[config.mk]
export PLATFORM = sky130hd
export DESIGN_NAME = ltb_limit_cmp
export DESIGN_NICKNAME = d
export VERILOG_FILES = /design/src/core/ltb_limit_cmp.sv
export SDC_FILE = /design/constraint.sdc
export NUM_CORES = 1
export LEC_CHECK = 0
export ABC_AREA = 1
export BUFFER_PORTS_ARGS = -buffer_cell sky130_fd_sc_hd__buf_4
export CORE_MARGIN = 4
export CORE_UTILIZATION = 47
export DETAILED_ROUTE_END_ITERATION = 7
export GPL_ROUTABILITY_DRIVEN = 1
export PLACE_DENSITY_LB_ADDON = 0.15
export RECOVER_POWER = 50
export SLEW_MARGIN = 40
export SYNTH_ARGS = -nofsm -noshare
export SYNTH_HDL_FRONTEND = slang
export SYNTH_SLANG_ARGS = --single-unit
[constraint.sdc]
create_clock -name vclk -period 1.5
set_input_delay 0.225 -clock vclk [all_inputs]
set_output_delay 0.225 -clock vclk [all_outputs]
set_load 0.01 [all_outputs]
[src/core/ltb_limit_cmp.sv]
/*
  One numbered limit band: compares a signed reading against its low and
  high limits. Assumes all inputs are on the caller's clock.
*/
`timescale 1ns/100ps
module ltb_limit_cmp #(
  parameter int DATA_W = 32
) (
  input wire logic signed [DATA_W-1:0] value,
  input wire logic signed [DATA_W-1:0] lower,
  input wire logic signed [DATA_W-1:0] upper,
  input wire logic enable,
  output logic lo_fail,
  output logic hi_fail
);

  // A disabled band never reports a failure
  assign lo_fail = enable && (value < lower);
  assign hi_fail = enable && (value > upper);

endmodule

### After elaboration in Yosys (flattened, before gate mapping)

Cells that the tools add are included.
W data, S select, Z words.

| storage, ports and cells | value |
|---|---|
| word-level logic and storage cells | 4 |
| bits in read-only memories | 0 |
| output and inout bits | 2 |
| bits in registers | 0 |
| memories kept | 0 |
| input port bits | 97 |
| memory bits (writable) | 0 |
| latch bits | 0 |

| operators by class | value |
|---|---|
| bitwise logic cells | 0 |
| reductions and logical operators | 2 |
| mux-type cells | 0 |
| order comparisons | 2 |
| multipliers | 0 |
| eq/ne operators | 0 |
| div/mod/pow operators | 0 |
| shifts and indexed selects | 0 |
| add/subtract/negate cells | 0 |

Operator list:

| kind | count |
|---|---|
| $gt A32 B32 Y1 | 1 |
| $lt A32 B32 Y1 | 1 |
| $logic_and A1 B1 Y1 | 2 |

### Depth between registers and ports, before layout

Gate-level depths: netlist of run 1.

| logic depth | value |
|---|---|
| word-level depth | 2 |
| gate-level depth with buffers | 15 |
| gate-level depth less buffers | 15 |

### Least setup slack after synthesis of run 1

No wires, ideal clock.

| timing | value |
|---|---|
| path kind | input -> output |
| start | input upper[27] |
| end | output hi_fail |
| data required time | 1.275 ns |
| arrival | 1.280 ns |
| buffers on the path | 0 |
| stages on the path | 10 |
| setup slack | -0.005 ns |
| cell sequence | inv_1 -> ha_1 -> a21oi_1 -> o21ai_0 -> a21o_1 -> nor2_1 -> nand2_1 -> nand2_1 -> nand2_1 -> nor2_1 |

| on the way | value |
|---|---|
| word-level cells in the longest chain between the ends | 2 |

RTL lines:

| item | RTL line | RTL |
|---|---|---|
| from (decl) | 11 | `input wire logic signed [DATA_W-1:0] upper,` |
| $gt A32 B32 Y1 | 19 | `assign hi_fail = enable && (value > upper);` |
| $logic_and A1 B1 Y1 | 19 |  |
| to (decl) | 14 | `output logic hi_fail` |

Every way passes these cells.

### Worst setup path in the final report of run 1

| timing | value |
|---|---|
| start | input lower[3] |
| end | output lo_fail |

| on the way | value |
|---|---|
| word-level cells in the longest chain between the ends | 2 |

RTL lines:

| item | RTL line | RTL |
|---|---|---|
| from (decl) | 10 | `input wire logic signed [DATA_W-1:0] lower,` |
| $lt A32 B32 Y1 | 18 | `assign lo_fail = enable && (value < lower);` |
| $logic_and A1 B1 Y1 | 18 |  |
| to (decl) | 13 | `output logic lo_fail,` |

Every way passes these cells.

==> results by group, run 1 <==
Worst setup path
  – Critical Path, Cell by Cell: buf_4 > inv_1 > ha_4 > nand2_1 > inv_1 > nand2_1 > nand2_1 > nand2_1 > nand2_1 > nand2_1 > nand2_1 > nand2_1 > a21oi_1 > nor2_1 > buf_4
  – Crit path DAT: 1.64 ns
  – Startpoint Class: input port
  – Crit path to: lo_fail
  – Req. time, crit path: 1.27 ns
  – Critical path type: input port to output pin
  – CP max stage delay: 0.27 ns
  – Slowest cell on the critical path: ha_4
  – Largest fanout on the critical path: 2
  – Crit path top cell by count: nand2_1
  – CP Launch Point: lower[3]
  – CP Capture Type: output pin

Cells and area
  – Layout cell share with drive strength beyond 1: 51.8%
  – Clock buffer count: 0
  – Area growth from synthesis to layout: 86.7%
  – Nets: 544
  – Non-Filler Instances: 428
  – Fin util: 92.5%
  – Final sequential cell count: 0
  – Register Area: 0 µm²
  – Inserted Diodes: 0

Die
  – Die Ht: 67.8 µm
  – # rows: 21
  – Ports: 99
  – Die area: 4590 µm²
  – Initial Util: 49.5%
  – Core footprint: 3390 µm²
  – Die X: 67.8 µm

Route
  – DR DRC count: 0
  – Vias per cell: 5.39
  – Post-detailed-route count of antenna-violating nets: 0
  – Wirelength per Cell: 17.1 µm
  – Initial DRC Count: 106
  – 1st-pass router iterations: 4
  – Via count: 2305
  – Detailed Route WL: 7310 µm

STA
  – Min Tclk post-route: 1.86 ns
  – Final TNS setup: -0.706 ns
  – Unrepaired setup endpoints after global routing: yes
  – Max-slew violations: 0
  – Fin worst setup slack: -0.364 ns
  – # setup viols final: 2
  – Post-route clock period utilization: 124%
  – Slew of the pin with the lowest slew margin: 0.316 ns
  – Fmax: 536 MHz
  – Final number of hold-violating endpoints: 0
  – Rel. slew slack: 78.7%

Yosys
  – Distinct cell type count after synthesis: 15
  – Synth top area share: 46.9%
  – Post-synthesis adder-cell area fraction: 46.9%
  – Synth Area in XOR/XNOR: 0%
  – Syn Nets: 434
  – Compound-cell area share of the yosys netlist: 13.8%
  – Simple logic cell fraction of the synthesized area: 22.3%
  – Count leader, synth: inv_1
  – Post-synthesis mux area share: 0%
  – Largest family of logic cells by synthesized area: adder cells
  – Yosys top cell by area: ha_1
  – Syn avg cell area: 6.13 µm²
  – Cells after synthesis: 274
  – Largest cells by area after synthesis: ha_1 47%, inv_1 17%, nand2_1 13%, a21oi_1 8.6%, nor2_1 4.9%
  – Synth top cells by count: 76 x inv_1, 63 x ha_1, 58 x nand2_1
  – Synthesized cell area: 1680 µm²
  – Sequential-to-total area share from yosys stat: 0%
  – Syn. warnings: 0

Pwr
  – Pleak: 1.71 nW
  – P per Cell Area: 306 nW/µm²
  – Power Total: 959 µW
  – Max VDD drop: 196 µV

Placement
  – Cell Count Post-Placement: 426
  – Dpl hpwl: 3960 µm
  – Port buffer count: 99
  – Routability cong.: 0.821

Min path
  – Hold Crit Start: enable
  – Hold Path Class: input port to output pin

Outcome
  – Failing checks: negative setup slack
  – Status: finished with violations

Global route
  – Vias in the first global route: 2152
  – First-pass GRT wire length: 8670 µm
  – Initial antenna violation count: 0
  – Largest net degree at the start of global routing: 4
  – Total track usage: 24.0%
  – Remaining global-route overflow: 0

Flow run
  – Maxcap violations: 0

CTS
  – Hold-fix buffers, CTS: 0
[final cells by class]
| type | instances | area (µm²) |
|---|---|---|
| Timing Repair Buffer | 108 | 841 |
| Multi-Input combinational cell | 198 | 1950 |
| Inverter | 76 | 290 |
| Fill cell | 132 | 254 |
| Tap cell | 46 | 57.6 |
[kinds of logic (layout without fill, tap and decap cells)]
group                      count (synthesis)  in the layout
and+or+nand+nor                           92             92
AOI/OAI and AO/OA                         43             43
adders and majority gates                 63             63
buffers and inverters                     76            184
[critical path, delay by kind of cell]
| kind | cells | cell delay (ns) |
|---|---|---|
| buffers and inverters | 4 | 0.35 |
| AO/OA/AOI/OAI | 1 | 0.16 |
| AND/OR/NAND/NOR | 9 | 0.63 |
| adder cells (fa/ha/maj) | 1 | 0.27 |
[cell usage in the layout, fill, tap and decap left out, types with 2 or more instances in the layout]
cell | synthesis | routed
nand2_2 | 0 | 11
a21oi_2 | 0 | 13
nor2_1 | 22 | 13
nor3_2 | 2 | 2
nand4_1 | 2 | 2
nand3_1 | 5 | 2
nand3_2 | 0 | 2
inv_2 | 0 | 14
nand2_1 | 58 | 46
buf_6 | 0 | 6
o21bai_1 | 2 | 2
nor2_2 | 1 | 10
inv_1 | 76 | 60
o21a_1 | 2 | 2
ha_1 | 63 | 30
o21ai_1 | 0 | 7
inv_4 | 0 | 2
buf_4 | 0 | 101
a21oi_1 | 29 | 16
ha_4 | 0 | 33
[layer usage]
| layer | vias up | part of all wire [%] | track usage, % |
|---|---|---|---|
| met5 | - | 0 | 0 |
| met4 | 0 | 3.7 | 5.96 |
| met3 | 27 | 7.5 | 3.16 |
| met2 | 130 | 51 | 47.1 |
| met1 | 1058 | 37 | 26.5 |
| li1 | 1090 | - | - |
[how the worst min path moves through the flow]
stage	endpoint	cells past startpoint
finish	lo_fail	4
global route	lo_fail	4
CTS	lo_fail	4
detailed placement	lo_fail	4
global placement	lo_fail	4
floorplan	lo_fail	2
[where the power goes]
group,leakage (nW),internal (mW),total (mW),switching [mW]
registers,0,0,0,0
clock network,0,0,0,0
logic,1.71,0.501,0.959,0.458
total,1.71,0.501,0.959,0.458
[metrics by stage]
step	setup WS [ns]	hold slack (ns)	cell area [µm²]
2_1_floorplan	0.00726	0.547	1680
3_3_place_gp	-0.294	0.784	2530
3_5_place_dp	-0.314	0.787	2530
4_1_cts	-0.249	0.787	2890
5_1_grt	-0.472	0.819	3140
6_report	-0.364	0.790	3140
[repair_timing]
action	CTS	global route
pin swaps	31	29
resized for setup	60	46
setup buffers	2	0
endpoints found under the setup margin	2	2
Note: power is estimated with default switching activity, not from simulation.
==> inputs of run 2 (changes only) <==
--- a/config.mk
+++ b/config.mk
@@ -8,11 +8,13 @@
 export ABC_AREA = 1
 export BUFFER_PORTS_ARGS = -buffer_cell sky130_fd_sc_hd__buf_4
 export CORE_MARGIN = 4
-export CORE_UTILIZATION = 47
+export CORE_UTILIZATION = 35
 export DETAILED_ROUTE_END_ITERATION = 7
 export GPL_ROUTABILITY_DRIVEN = 1
 export PLACE_DENSITY_LB_ADDON = 0.15
 export RECOVER_POWER = 50
+export REMOVE_ABC_BUFFERS = 1
+export SKIP_LAST_GASP = 1
 export SLEW_MARGIN = 40
 export SYNTH_ARGS = -nofsm -noshare
 export SYNTH_HDL_FRONTEND = slang
==> run 2 against run 1 <==
  * The flow still finishes with violations (negative setup slack)
  * Critical endpoint is now hi_fail
  * Critical path depth decreased by 4
  * Wire length decreased by 34%
  * Count of clock-buffer cells in the layout unchanged
  * Non-clock buffer count decreased by 3
  * Highest routed layer unchanged
  * Global-route usage decreased by 8.2 points
  * Total power decreased by 18%
  * Cell count increased by 0.70%
  * Setup slack improved by 0.12 ns
  * Largest cell class unchanged
==> results by group, run 2 (synthesized netlist as in run 1, its figures left out) <==
Pwr
  – Clock share of power: 0% (about the same)
  – Power Total: 787 µW (was 959 µW)
  – Sw frac: 44.3% (was 47.8%)
  – Switching component of the power: 349 µW (was 458 µW)
  – Max VDD drop: 115 µV (was 196 µV)
  – Comb power frac: 100.0% (about the same)
  – Cell Int Power: 438 µW (was 501 µW)
  – P per Cell Area: 263 nW/µm² (was 306 nW/µm²)
  – Share of power burned in registers: 0% (about the same)
  – Pleak: 1.71 nW (about the same)

Global route
  – Vias in the first global route: 2024 (was 2152)
  – First-pass GRT wire length: 8120 µm (was 8670 µm)
  – Remaining global-route overflow: 0 (unchanged)
  – Initial antenna violation count: 0 (unchanged)
  – Largest net degree at the start of global routing: 4 (unchanged)
  – Total track usage: 15.7% (was 24.0%)

Cells and area
  – Register Area: 0 µm² (unchanged)
  – Cell area after layout: 2990 µm² (was 3140 µm²)
  – Nets: 541 (was 544)
  – Most frequent cells in the layout: 96 x buf_4, 64 x inv_1, 50 x nand2_1 (was 101 x buf_4, 60 x inv_1, 46 x nand2_1)
  – Inserted Diodes: 0 (unchanged)
  – Layout cell share with drive strength beyond 1: 44.9% (was 51.8%)
  – Commonest non-fill, non-tap cell in the layout: buf_4 (unchanged)
  – Final sequential cell count: 0 (unchanged)
  – Fin util: 66.4% (was 92.5%)
  – Clock buffer count: 0 (unchanged)
  – Area growth from synthesis to layout: 78.2% (was 86.7%)
  – Fill cell count: 422 (was 132)
  – Non-Filler Instances: 431 (was 428)

Outcome
  – Status: finished with violations (unchanged)
  – Failing checks: negative setup slack (unchanged)

Worst setup path
  – Largest fanout on the critical path: 2 (unchanged)
  – Critical Path, Cell by Cell: buf_4 > ha_1 > a21oi_1 > o21a_1 > a21oi_2 > nor2_1 > nand2_1 > nand2_1 > nand2_1 > nor2_1 > buf_4 (was buf_4 > inv_1 > ha_4 > nand2_1 > inv_1 > nand2_1 > nand2_1 > nand2_1 > nand2_1 > nand2_1 > nand2_1 > nand2_1 > a21oi_1 > nor2_1 > buf_4)
  – Crit path to: hi_fail (was lo_fail)
  – Crit path top cell by count: nand2_1 (unchanged)
  – Req. time, crit path: 1.27 ns (about the same)
  – Crit path DAT: 1.52 ns (was 1.64 ns)
  – Top delay family on crit path: simple AND/OR/NAND/NOR gates (unchanged)
  – CP Launch Point: value[23] (was lower[3])
  – Critical path type: input port to output pin (unchanged)
  – CP max stage delay: 0.31 ns (was 0.27 ns)
  – Slowest cell on the critical path: ha_1 (was ha_4)
  – Critical path depth in cells: 11 (was 15)
  – Buf/Inv on CP: 2 (was 4)
  – CP Capture Type: output pin (unchanged)
  – Startpoint Class: input port (unchanged)

STA
  – Final number of hold-violating endpoints: 0 (unchanged)
  – Post-route clock period utilization: 117% (was 124%)
  – # setup viols final: 2 (unchanged)
  – Unrepaired setup endpoints after global routing: yes (unchanged)
  – Min Tclk post-route: 1.75 ns (was 1.86 ns)
  – Final TNS setup: -0.464 ns (was -0.706 ns)
  – Fin worst setup slack: -0.249 ns (was -0.364 ns)
  – Max-slew violations: 0 (unchanged)
  – Fmax: 572 MHz (was 536 MHz)
  – Slew of the pin with the lowest slew margin: 0.175 ns (was 0.316 ns)
  – Rel. slew slack: 88.2% (was 78.7%)
  – Hold_ws: 0.777 ns (was 0.790 ns)

Route
  – DR DRC count: 0 (unchanged)
  – Initial DRC Count: 24 (was 106)
  – Via count: 1994 (was 2305)
  – Wirelength per Cell: 11.2 µm (was 17.1 µm)
  – Post-detailed-route count of antenna-violating nets: 0 (unchanged)
  – Vias per cell: 4.63 (was 5.39)
  – Detailed Route WL: 4810 µm (was 7310 µm)
  – 1st-pass router iterations: 4 (unchanged)

Die
  – Die area: 5970 µm² (was 4590 µm²)
  – Ports: 99 (unchanged)
  – Core footprint: 4500 µm² (was 3390 µm²)
  – # rows: 24 (was 21)
  – Initial Util: 37.3% (was 49.5%)
  – Die Ht: 77.3 µm (was 67.8 µm)
  – Die X: 77.3 µm (was 67.8 µm)

Placement
  – Port buffer count: 99 (unchanged)
  – Routability cong.: 0.766 (was 0.821)
  – Dpl cell area: 2520 µm² (was 2530 µm²)
  – Dpl hpwl: 4000 µm (was 3960 µm)
  – Dpl ws: -0.339 ns (was -0.314 ns)
  – Cell Count Post-Placement: 430 (was 426)

Flow run
  – Maxcap violations: 0 (unchanged)

CTS
  – Hold-fix buffers, CTS: 0 (unchanged)

Min path
  – Hold Path Class: input port to output pin (unchanged)
run 2: cell count changes in the layout (fill, tap and decap cells not counted), sizes merged:
cell	delta
buf	-3
run 2: worst min-delay path by stage:
stage | start | to | cells past startpoint
final | enable | lo_fail | 4
after global routing | enable | lo_fail | 4
after CTS | enable | lo_fail | 4
after detailed placement | enable | lo_fail | 4
after global placement | enable | lo_fail | 4
after floorplan | enable | lo_fail | 2
run 2: worst min-delay path, delay by kind of cell:
family,cells,cell delay (ns)
buffers and inverters,2,0.21
and+or+nand+nor,2,0.11
run 2: cell type report:
class	count	area, µm²	area share, %
timing repair buffer	105	826	27.6
tap	52	65.1	2.17
inverter	76	293	9.78
multi-input combinational	198	1810	60.5
run 2: power by group through the flow:
stage	clock (mW)	sequential [mW]	combinational, mW
2_1_floorplan	0	0	0.320
3_3_place_gp	0	0	0.610
3_5_place_dp	0	0	0.622
4_1_cts	0	0	0.740
5_1_grt	0	0	0.905
6_report	0	0	0.787
run 2: per-layer routing:
layer | up-vias | part of all wire [%] | global-route usage (%)
li1 | 1086 | - | -
met1 | 852 | 38 | 17.6
met2 | 54 | 55 | 32.0
met3 | 2 | 6.2 | 2.46
met4 | 0 | 0.29 | 0.534
met5 | - | 0 | 0
run 2: timing repair:
action                                  in CTS  in global routing
resized for setup                           63                 18
buffers inserted                             1                  0
pin swaps                                   37                 16
endpoints found under the setup margin       2                  2
==> inputs of run 3 (changes only) <==
--- a/config.mk
+++ b/config.mk
@@ -13,7 +13,6 @@
 export GPL_ROUTABILITY_DRIVEN = 1
 export PLACE_DENSITY_LB_ADDON = 0.15
 export RECOVER_POWER = 50
-export REMOVE_ABC_BUFFERS = 1
 export SKIP_LAST_GASP = 1
 export SLEW_MARGIN = 40
 export SYNTH_ARGS = -nofsm -noshare
==> run 3 against run 2 <==
  * The flow still finishes with violations (negative setup slack)
  * Die area is the same
  * Largest cell class unchanged
  * Critical path depth stayed put
  * Cell area up 2.9%
  * Maximum frequency decreased by 0.95%
  * Highest routed layer is now met3
  * Critical endpoint unchanged
  * Flip-flop and latch count did not move
==> results by group, run 3 (synthesized netlist as in run 1, its figures left out) <==
Global route
  – Vias in the first global route: 1910 (was 2024)
  – Largest net degree at the start of global routing: 4 (unchanged)
  – Total track usage: 14.8% (was 15.7%)
  – First-pass GRT wire length: 7760 µm (was 8120 µm)
  – Remaining global-route overflow: 0 (unchanged)
  – Initial antenna violation count: 0 (unchanged)

Worst setup path
  – Req. time, crit path: 1.27 ns (about the same)
  – Largest fanout on the critical path: 2 (unchanged)
  – Critical path type: input port to output pin (unchanged)
  – Crit path top cell by count: nand2_1 (unchanged)
  – Critical Path, Cell by Cell: buf_4 > ha_1 > a21oi_2 > o21ai_0 > a21o_1 > nor2_1 > nand2_2 > nand2_1 > nand2_1 > nor2_2 > buf_6 (was buf_4 > ha_1 > a21oi_1 > o21a_1 > a21oi_2 > nor2_1 > nand2_1 > nand2_1 > nand2_1 > nor2_1 > buf_4)
  – Startpoint Class: input port (unchanged)
  – Slowest cell on the critical path: ha_1 (unchanged)
  – CP max stage delay: 0.31 ns (about the same)
  – Crit path DAT: 1.54 ns (was 1.52 ns)
  – CP Capture Type: output pin (unchanged)

Die
  – Initial Util: 37.3% (unchanged)
  – Die X: 77.3 µm (unchanged)
  – Die Ht: 77.3 µm (unchanged)
  – Die area: 5970 µm² (unchanged)
  – Core footprint: 4500 µm² (unchanged)
  – Ports: 99 (unchanged)
  – # rows: 24 (unchanged)

Placement
  – Routability cong.: 0.763 (was 0.766)
  – Port buffer count: 99 (unchanged)
  – Dpl hpwl: 3960 µm (was 4000 µm)

STA
  – Fin worst setup slack: -0.266 ns (was -0.249 ns)
  – Final TNS setup: -0.528 ns (was -0.464 ns)
  – Fmax: 566 MHz (was 572 MHz)
  – Post-route clock period utilization: 118% (was 117%)
  – # setup viols final: 2 (unchanged)
  – Slew of the pin with the lowest slew margin: 0.202 ns (was 0.175 ns)
  – Hold_ws: 0.801 ns (was 0.777 ns)
  – Unrepaired setup endpoints after global routing: yes (unchanged)
  – Min Tclk post-route: 1.77 ns (was 1.75 ns)
  – Final number of hold-violating endpoints: 0 (unchanged)
  – Rel. slew slack: 86.4% (was 88.2%)
  – Max-slew violations: 0 (unchanged)

Min path
  – Hold-critical path depth: 4 (unchanged)
  – Hold EP: lo_fail (unchanged)
  – Hold Path Class: input port to output pin (unchanged)
  – Hold Crit Start: enable (unchanged)

Route
  – Post-detailed-route count of antenna-violating nets: 0 (unchanged)
  – Vias per cell: 4.67 (was 4.63)
  – Detailed Route WL: 4890 µm (was 4810 µm)
  – Via count: 2017 (was 1994)
  – DR DRC count: 0 (unchanged)
  – 1st-pass router iterations: 4 (unchanged)
  – Wirelength per Cell: 11.3 µm (was 11.2 µm)
  – Initial DRC Count: 31 (was 24)

Cells and area
  – Fin util: 68.4% (was 66.4%)
  – Layout cell share with drive strength beyond 1: 47.6% (was 44.9%)
  – Area growth from synthesis to layout: 83.4% (was 78.2%)
  – Final sequential cell count: 0 (unchanged)
  – Most frequent cells in the layout: 93 x buf_4, 61 x inv_1, 52 x nand2_1 (was 96 x buf_4, 64 x inv_1, 50 x nand2_1)
  – Register Area: 0 µm² (unchanged)
  – Commonest non-fill, non-tap cell in the layout: buf_4 (unchanged)
  – Clock buffer count: 0 (unchanged)
  – Fill cell count: 394 (was 422)
  – Nets: 542 (was 541)
  – Inserted Diodes: 0 (unchanged)

Pwr
  – P per Cell Area: 265 nW/µm² (was 263 nW/µm²)
  – Max VDD drop: 138 µV (was 115 µV)
  – Pleak: 1.69 nW (was 1.71 nW)

Flow run
  – Maxcap violations: 0 (unchanged)

Outcome
  – Failing checks: negative setup slack (unchanged)
  – Status: finished with violations (unchanged)
==> run 3: cell types whose count changed in the layout (fill, tap and decap cells not counted), sizes merged <==
cell / delta
buf: +1
==> run 3: routing by layer <==
layer	vias to the layer above	part of all wire, %	GRT usage [%]
met1	878	44	19.5
met5	-	0	0
met3	0	5.9	2.69
met4	0	0	0.356
met2	57	51	26.3
li1	1082	-	-
==> run 3: through the flow <==
step / cell area [µm²] / worst slack [ns] / total power [mW] / instances
2_1_floorplan: 1680 / 0.00726 / 0.321 / 274
3_3_place_gp: 2530 / -0.334 / 0.614 / 430
3_5_place_dp: 2530 / -0.360 / 0.624 / 430
4_1_cts: 2740 / -0.292 / 0.697 / 431
5_1_grt: 3080 / -0.407 / 0.938 / 432
6_report: 3080 / -0.266 / 0.817 / 432
==> run 3: repair_timing <==
| action | 4_1_cts | 5_1_grt |
|---|---|---|
| buffers inserted | 1 | 1 |
| hold buffers | 0 | 0 |
| pin swaps | 26 | 38 |
| resized for setup | 33 | 62 |
| endpoints found under the setup margin | 2 | 2 |
| cloned | 0 | 0 |
| hold endpoints to repair | 0 | 0 |
==> run 3: worst max-delay path: cells and delay by family <==
family / cells / cell delay, ns
adder cells (fa/ha/maj): 1 / 0.31
buffers and inverters: 2 / 0.23
AO/OA/AOI/OAI: 3 / 0.37
AND/OR/NAND/NOR: 5 / 0.40
==> run 3: power by group <==
group	switching (mW)	leakage (nW)	internal [mW]	total, mW
clock network	0	0	0	0
logic	0.361	1.69	0.457	0.817
registers	0	0	0	0
==> run 3: cell type report <==
cell class / count / area (µm²) / share of cell area, %
Multi-Input combinational cell: 198 / 1860 / 60.5
Timing Repair Buffer: 106 / 852 / 27.7
Inverter: 76 / 298 / 9.67
Tap cell: 52 / 65.1 / 2.11
==> run 3: worst max path at each step <==
stage                   start      end  slack [ns]  depth (start not counted)
CTS                 value[15]  lo_fail       -0.29                         13
floorplan            lower[5]  lo_fail       0.007                         11
global placement    value[15]  lo_fail       -0.33                         13
global route         lower[7]  lo_fail       -0.41                         14
finish              value[25]  hi_fail       -0.27                         11
detailed placement  value[15]  lo_fail       -0.36                         13
